$ cat config.mk
export PLATFORM = sky130hd
export DESIGN_NAME = ogsc_gain_clamp
export DESIGN_NICKNAME = d
export VERILOG_FILES = /design/src/hw/ogsc_pkg.sv /design/src/hw/ogsc_gain_clamp.sv /design/src/hw/ogsc_clamp.sv
export SDC_FILE = /design/constraint.sdc
export NUM_CORES = 1
export LEC_CHECK = 0
export BUFFER_PORTS_ARGS = -buffer_cell sky130_fd_sc_hd__buf_4
export CELL_PAD_IN_SITES_DETAIL_PLACEMENT = 1
export CELL_PAD_IN_SITES_GLOBAL_PLACEMENT = 1
export CORE_MARGIN = 1.5
export CORE_UTILIZATION = 42
export CTS_CLUSTER_DIAMETER = 60
export DETAILED_ROUTE_END_ITERATION = 6
export GPL_TIMING_DRIVEN = 0
export PLACE_DENSITY_LB_ADDON = 0.1
export SYNTH_ARGS = -nofsm -noshare
export SYNTH_HDL_FRONTEND = slang
export SYNTH_SLANG_ARGS = --single-unit
$ cat constraint.sdc
create_clock -name ref_clk -period 1.2 [get_ports ref_clk]
set_clock_uncertainty 0.05 [all_clocks]
set_input_delay 0.06 -clock ref_clk [delete_from_list [all_inputs] [get_ports ref_clk]]
set_output_delay 0.06 -clock ref_clk [all_outputs]
set_load 0.02 [all_outputs]
$ cat src/hw/ogsc_pkg.sv
// shared constants and state type for the output gain scaling clamp
package ogsc_pkg;

  // configuration word bit positions for the two gain modes
  localparam int unsigned CFG_COMPRESS_BIT = 9;
  localparam int unsigned CFG_EXPAND_BIT = 8;

  // widths: raw core sample carries headroom beyond the reference
  localparam int unsigned RAW_W = 34;
  localparam int unsigned WORK_W = 36;
  localparam int unsigned FILT_W = 32;
  localparam int unsigned NOLAT_W = 24;
  localparam int unsigned CM_W = 7;

  // saturation limits on the 32-bit scale, sign-extended to the work width
  localparam logic signed [WORK_W-1:0] SAT_POS_NOM = 36'sh0_7FFF_FFFF;
  localparam logic signed [WORK_W-1:0] SAT_NEG_NOM = 36'shF_8000_0000;
  localparam logic signed [WORK_W-1:0] SAT_POS_EXP = 36'sh0_407F_FFFF;
  localparam logic signed [WORK_W-1:0] SAT_NEG_EXP = 36'shF_BF80_0000;

  // common-mode compression: 10% of 128 codes is 12.8, times 1.25 gives 16
  localparam logic signed [9:0] CM_COMP_OFFSET = 10'sh010;
  localparam logic signed [9:0] CM_MAX = 10'sh07F;
  localparam logic signed [9:0] CM_MIN = 10'sh000;

  // reset values of the output registers
  localparam logic [FILT_W-1:0] FILT_RST = 32'h0000_0000;
  localparam logic [NOLAT_W-1:0] NOLAT_RST = 24'h00_0000;
  localparam logic [CM_W-1:0] CM_RST = 7'h00;

  typedef struct packed {
    logic [FILT_W-1:0] filtCode;
    logic [NOLAT_W-1:0] noLatCode;
    logic [CM_W-1:0] cmCode;
    logic codeValid;
  } ogsc_state_t;

endpackage : ogsc_pkg

$ cat src/hw/ogsc_gain_clamp.sv
// Overview of operation
// - compression bit set in configuration enables compressed input-to-code mapping.
// - expansion bit set in configuration enables expanded input-to-code mapping.
// - compression treats 10% to 90% of input range as full scale.
// - compression also applies to the common-mode output field.
// - expansion lets input exceed reference span by 0.78% before saturating.
// - expansion divides the differential output code by two.
// - expansion leaves the common-mode field unchanged.
// - with expansion, nominal full scale input gives plus or minus half the code space.
// - expansion clips at 407FFFFFh and BF800000h; 24-bit path takes upper bits.
// - without expansion saturate at most positive and most negative codes.
// - compression and expansion work together with the same saturation codes.
`timescale 1ns/1ps
`default_nettype none
module ogsc_gain_clamp (
  // clock and reset
  input wire logic ref_clk,
  input wire logic arst_n,
  // configuration word bits
  input wire logic gainCompressEnable,
  input wire logic gainExpandEnable,
  // raw core sample, same clock domain
  input wire logic sampleValid,
  input wire logic signed [ogsc_pkg::RAW_W-1:0] sampleDiff,
  input wire logic [ogsc_pkg::CM_W-1:0] sampleCm,
  // scaled output codes
  output logic [ogsc_pkg::FILT_W-1:0] filteredOutputCode,
  output logic [ogsc_pkg::NOLAT_W-1:0] noLatencyOutputCode,
  output logic [ogsc_pkg::CM_W-1:0] cmOutputCode,
  output logic codeValid
);

  ogsc_pkg::ogsc_state_t state_r;
  ogsc_pkg::ogsc_state_t state_nxt;

  logic signed [ogsc_pkg::WORK_W-1:0] diffWide;
  logic signed [ogsc_pkg::WORK_W-1:0] diffComp;
  logic signed [ogsc_pkg::WORK_W-1:0] diffScaled;
  logic signed [ogsc_pkg::WORK_W-1:0] limPos;
  logic signed [ogsc_pkg::WORK_W-1:0] limNeg;
  logic [ogsc_pkg::FILT_W-1:0] diffClamped;
  logic signed [9:0] cmWide;
  logic signed [9:0] cmComp;

  // sign-extend raw sample; +-2^31 stands for +-reference
  assign diffWide = {{(ogsc_pkg::WORK_W - ogsc_pkg::RAW_W){sampleDiff[ogsc_pkg::RAW_W-1]}}, sampleDiff};
  assign cmWide = {3'h0, sampleCm};

  // gain 1.25 maps +-0.8 reference onto full scale; no offset needed as span is symmetric
  always_comb begin
    if (gainCompressEnable) begin
      diffComp = diffWide + (diffWide >>> 2);
    end else begin
      diffComp = diffWide;
    end
  end

  // halve the scale and pick the matching clip points
  always_comb begin
    if (gainExpandEnable) begin
      diffScaled = diffComp >>> 1;
      limPos = ogsc_pkg::SAT_POS_EXP;
      limNeg = ogsc_pkg::SAT_NEG_EXP;
    end else begin
      diffScaled = diffComp;
      limPos = ogsc_pkg::SAT_POS_NOM;
      limNeg = ogsc_pkg::SAT_NEG_NOM;
    end
  end

  // saturation shared by both output paths so their codes always agree
  ogsc_clamp u_clamp (
    .value(diffScaled),
    .limPos(limPos),
    .limNeg(limNeg),
    .clamped(diffClamped)
  );

  // common mode: 1.25x minus 16 maps 10-90% onto 0..127; expansion ignored here
  always_comb begin
    if (gainCompressEnable) begin
      cmComp = cmWide + (cmWide >>> 2) - ogsc_pkg::CM_COMP_OFFSET;
    end else begin
      cmComp = cmWide;
    end
    if (cmComp > ogsc_pkg::CM_MAX) begin
      cmComp = ogsc_pkg::CM_MAX;
    end else if (cmComp < ogsc_pkg::CM_MIN) begin
      cmComp = ogsc_pkg::CM_MIN;
    end
  end

  // outputs hold the last code between samples, as a reader may fetch late
  always_comb begin
    state_nxt = state_r;
    state_nxt.codeValid = sampleValid;
    if (sampleValid) begin
      state_nxt.filtCode = diffClamped;
      state_nxt.noLatCode = diffClamped[ogsc_pkg::FILT_W-1:ogsc_pkg::FILT_W-ogsc_pkg::NOLAT_W];
      state_nxt.cmCode = cmComp[ogsc_pkg::CM_W-1:0];
    end
  end

  // single state register
  always_ff @(posedge ref_clk or negedge arst_n) begin
    if (!arst_n) begin
      state_r <= '{filtCode: ogsc_pkg::FILT_RST, noLatCode: ogsc_pkg::NOLAT_RST,
                   cmCode: ogsc_pkg::CM_RST, codeValid: 1'b0};
    end else begin
      state_r <= state_nxt;
    end
  end

  assign filteredOutputCode = state_r.filtCode;
  assign noLatencyOutputCode = state_r.noLatCode;
  assign cmOutputCode = state_r.cmCode;
  assign codeValid = state_r.codeValid;

endmodule : ogsc_gain_clamp
`default_nettype wire

$ cat src/hw/ogsc_clamp.sv
`timescale 1ns/1ps
`default_nettype none
// combinational saturation of a wide signed code to a 32-bit output word
module ogsc_clamp (
  // value and limits
  input wire logic signed [ogsc_pkg::WORK_W-1:0] value,
  input wire logic signed [ogsc_pkg::WORK_W-1:0] limPos,
  input wire logic signed [ogsc_pkg::WORK_W-1:0] limNeg,
  // clamped result
  output logic [ogsc_pkg::FILT_W-1:0] clamped
);

  // limits always fit in 32 bits, so the slice never loses sign information
  always_comb begin
    if (value > limPos) begin
      clamped = limPos[ogsc_pkg::FILT_W-1:0];
    end else if (value < limNeg) begin
      clamped = limNeg[ogsc_pkg::FILT_W-1:0];
    end else begin
      clamped = value[ogsc_pkg::FILT_W-1:0];
    end
  end

endmodule : ogsc_clamp
`default_nettype wire

==> key figures <==
Timing
  • Final min period: 4.968 ns
  • RSZ-0062 raised after global routing: true
  • Slew headroom: 0.2687
  • Final setup vio count: 39
  • Final Max Slew Viols: 0
  • Setup ws final: -3.768 ns
  • Period utilization: 4.140
  • FMAX: roughly 0.20 GHz
  • Worst-margin pin slew: between 1 and 1.5 ns
  • Final Hold Vio Count: 0

Layout
  • Antenna cells: 0
  • Area Growth Syn to Fin: 43.61%
  • Layout Nets: roughly 1.1k
  • Finished layout cell area: 8431 µm²
  • Layout cells sized above 1: 0.3495
  • Final Util: 0.6121

Place
  • Pre-CTS WS: -4.643 ns
  • Routability Congestion: 0.9180
  • # port buffers: 108
  • Hpwl dp: 19.25 mm
  • DP Area: 7158 µm²

Synthesis
  • Most numerous cell in the Yosys netlist: nor2_1
  • Synthesized netlist cell count: 791
  • #FFs+latches synth: 40
  • Post-synth ARST share: 1.000
  • Top cells by count, synth: 78 x nor2_1, 75 x a21oi_1, 75 x nand2_1
  • Seq/Total Area, Yosys: 0.1705
  • Mapped Nets: between 800 and 900
  • Most used DFF post-synth: dfrtp_1
  • Synthesized cell area: approximately 5900 µm²
  • Distinct cells, synth: 74
  • Yosys top cell area share: 0.1705
  • Syn avg cell area: 7.422 µm²
  • Yosys warning count: 0
  • Largest cells by area after synthesis: dfrtp_1 17%, ha_1 11%, a21oi_1 6.4%
  • Post-synth EDFFs: 0
  • Area leader, netlist: dfrtp_1

Critical path
  • Worst R2R Start: filteredOutputCode[25]$_DFFE_PN0P_
  • Crit. End Element: flip-flop
  • Worst-path maximum fanout: 9
  • CP Class: in -> reg
  • Startpoint Class: primary input
  • Worst EP arrival: 5.03 ns
  • Worst-path cell chain: buf_4, ha_1, buf_6, and2_4, and3_1, a21oi_2, nand2_2, or4b_4, o2111ai_4, a21oi_2, ha_1, or4_4, or4_4, a2111o_1, nor4_2, nand4_1, nor4_2, a31oi_2, nand2_4, buf_6, a311oi_1
  • Family with the most delay on the worst path: simple AND/OR/NAND/NOR gates
  • CP required: 1.27 ns
  • Worst r2r dst: filteredOutputCode[25]$_DFFE_PN0P_
  • Worst path buffer plus inverter count: 3
  • Critical-path top delay cell: or4b_4
  • CP peak stage delay: 0.56 ns
  • Worst R2R Setup Slack: between 0.1 and 0.15 ns
  • Reg2reg path depth: 3

Pwr
  • Net Sw Frac: 0.4458
  • Tot Pwr: 8.790 mW
  • Power per Cell Area: around 1000 nW/µm²
  • Combinational Power Share: 0.621
  • Max VDD drop: slightly below 0.6 mV
  • Clk pwr share: 0.177
  • Cell internal pwr: about 5 mW
  • Leak Pwr: 3.539 nW
  • Psw: slightly below 4 mW
  • Reg power frac: 0.202

Run status
  • Failing checks: setup timing
  • Status: complete, but fails checks

Route
  • DRT Wirelength: 27.98 mm
  • Via count: 7513
  • 1st-iter DRT viols: 611
  • WL per Instance: roughly 24 µm
  • Via-per-instance ratio: 6.550
  • Final ANT Viol Nets: 0
  • DRC Markers: 0
  • First drt pass iteration count: 7

Global route
  • Wire length of the first global-routing pass: 41.25 mm
  • Initial antenna violation count: 0
  • GRT overflow: 0
  • Vias in the first global route: roughly 7.7k
  • Largest net degree at the start of global routing: around 40
  • Global-route usage over all layers: 0.3563

Clocking
  • Clk sinks: 40
  • Clk_lat worst skew: 0.29 ns
  • CTS tree: yes
  • TritonCTS Buffers: 5
  • Root Driver: clkbuf_16
  • Clock Path Buffers: 2
  • H-tree levels: 2
  • Worst-path clk slew: 0.06 ns

Floorplan
  • Die area: 14700 µm²
  • Chip width: 121.2 µm
  • Die Y: 121.2 µm
  • Ports: 110
  • Core Rows: 43
  • Starting Density: 0.4262
  • Area of the core: 13770 µm²

Hold path
  • Hold Path Depth: 3
  • Hold worst-path end: cmOutputCode[1]$_DFFE_PN0P_
  • HP Class: in -> reg
  • Hold Crit Start: sampleCm[1]

Job
  • Max-Cap Viols: 0
==> how the worst max path moves through the flow <==
stage	start	to	depth (start not counted)
floorplan	sampleDiff[16]	filteredOutputCode[30]$_DFFE_PN0P_	20
global placement	sampleDiff[17]	filteredOutputCode[30]$_DFFE_PN0P_	20
detailed placement	sampleDiff[11]	filteredOutputCode[30]$_DFFE_PN0P_	19
CTS	sampleDiff[2]	filteredOutputCode[6]$_DFFE_PN0P_	21
global route	sampleDiff[2]	filteredOutputCode[10]$_DFFE_PN0P_	21
finish	sampleDiff[19]	filteredOutputCode[10]$_DFFE_PN0P_	21
==> per-layer routing <==
layer	global-route usage	vias up	wire length (µm)	share of wire
li1	-	3333	-	-
met1	0.4180	3668	10790	0.39
met2	0.6527	397	14190	0.51
met3	0.03712	115	1639	0.059
met4	0.1574	0	1361	0.049
met5	0	-	0	0
==> power groups by stage <==
stage | Combinational, mW | Sequential, mW | Clock (mW)
after global routing | 5.77 | 1.80 | 1.58
after detailed placement | 4.49 | 1.77 | 0
after global placement | 4.33 | 1.76 | 0
after floorplan | 2.63 | 2.01 | 0
after CTS | 4.95 | 1.76 | 1.54
final | 5.46 | 1.78 | 1.55
==> flip-flops by register name, summed over array words and instances (netlist names) <==
name / flops
cmOutputCode: 7
codeValid: 1
filteredOutputCode: 32
==> metrics by stage <==
step	hold WS (ns)	TNS, ns	instances
2_1_floorplan	-0.2856	-108.29	791
3_3_place_gp	0.009053	-152.24	1079
3_5_place_dp	0.02276	-157.59	1079
4_1_cts	0.02713	-123.04	1128
5_1_grt	0.02595	-125.57	1147
6_report	0.01535	-121.39	1147
==> worst register-to-register path, cell delays in order, from the launching register on <==
cell      delay [ns]
dfrtp_1         0.37
nor2_1          0.07
a41o_1          0.24
a311oi_2        0.24
==> cells in the final DEF (no fill, tap or decap), types with 9 or more instances in the layout <==
cell type	synthesis	final
nor3_1	13	13
inv_1	24	22
clkbuf_1	31	22
ha_4	0	14
o21a_1	15	14
o211ai_1	11	11
dfrtp_1	40	40
nand4_1	19	19
nand3_1	20	20
buf_4	26	181
mux2i_1	18	18
nor2_1	78	74
a311oi_2	0	9
a21oi_1	75	51
ha_1	52	38
buf_6	2	21
a21oi_2	0	15
a311oi_1	25	16
nor2b_1	12	10
nand2_1	75	69
a21o_1	16	16
a21oi_4	0	9
o21ai_0	43	32
xnor2_1	10	9
==> kinds of logic (layout without fill, tap and decap cells) <==
group | count (synthesis) | count (layout) | synth area share
xor gates and xnor gates | 17 | 17 | 0.02536
and+or+nand+nor | 272 | 272 | 0.2234
adders and majority gates | 54 | 54 | 0.1176
AOI/OAI and AO/OA | 283 | 283 | 0.3323
DFF | 40 | 40 | 0.1705
buffers and inverters | 99 | 275 | 0.08483
muxes | 26 | 26 | 0.04604
==> repair_timing <==
| item | in CTS | in global routing |
|---|---|---|
| hold buffers | 2 | 0 |
| resized for setup | 80 | 53 |
| cloned | 2 | 1 |
| endpoints found under the hold margin | 41 | 0 |
| setup endpoints to repair | 38 | 39 |
| buffers inserted | 38 | 19 |
| pin swaps | 26 | 31 |
==> final cells by class <==
type | count | area, µm²
flip-flops and latches | 40 | 1001
repair buffers | 170 | 1349
multi-input cells | 652 | 5115
fillers | 1677 | 5343
well taps | 180 | 225.2
clock buffers | 6 | 128.9
plain buffers | 71 | 479.2
inverters | 26 | 97.59
clock inverters | 2 | 35.03
No activity file was read; power rests on OpenSTA's default activity.
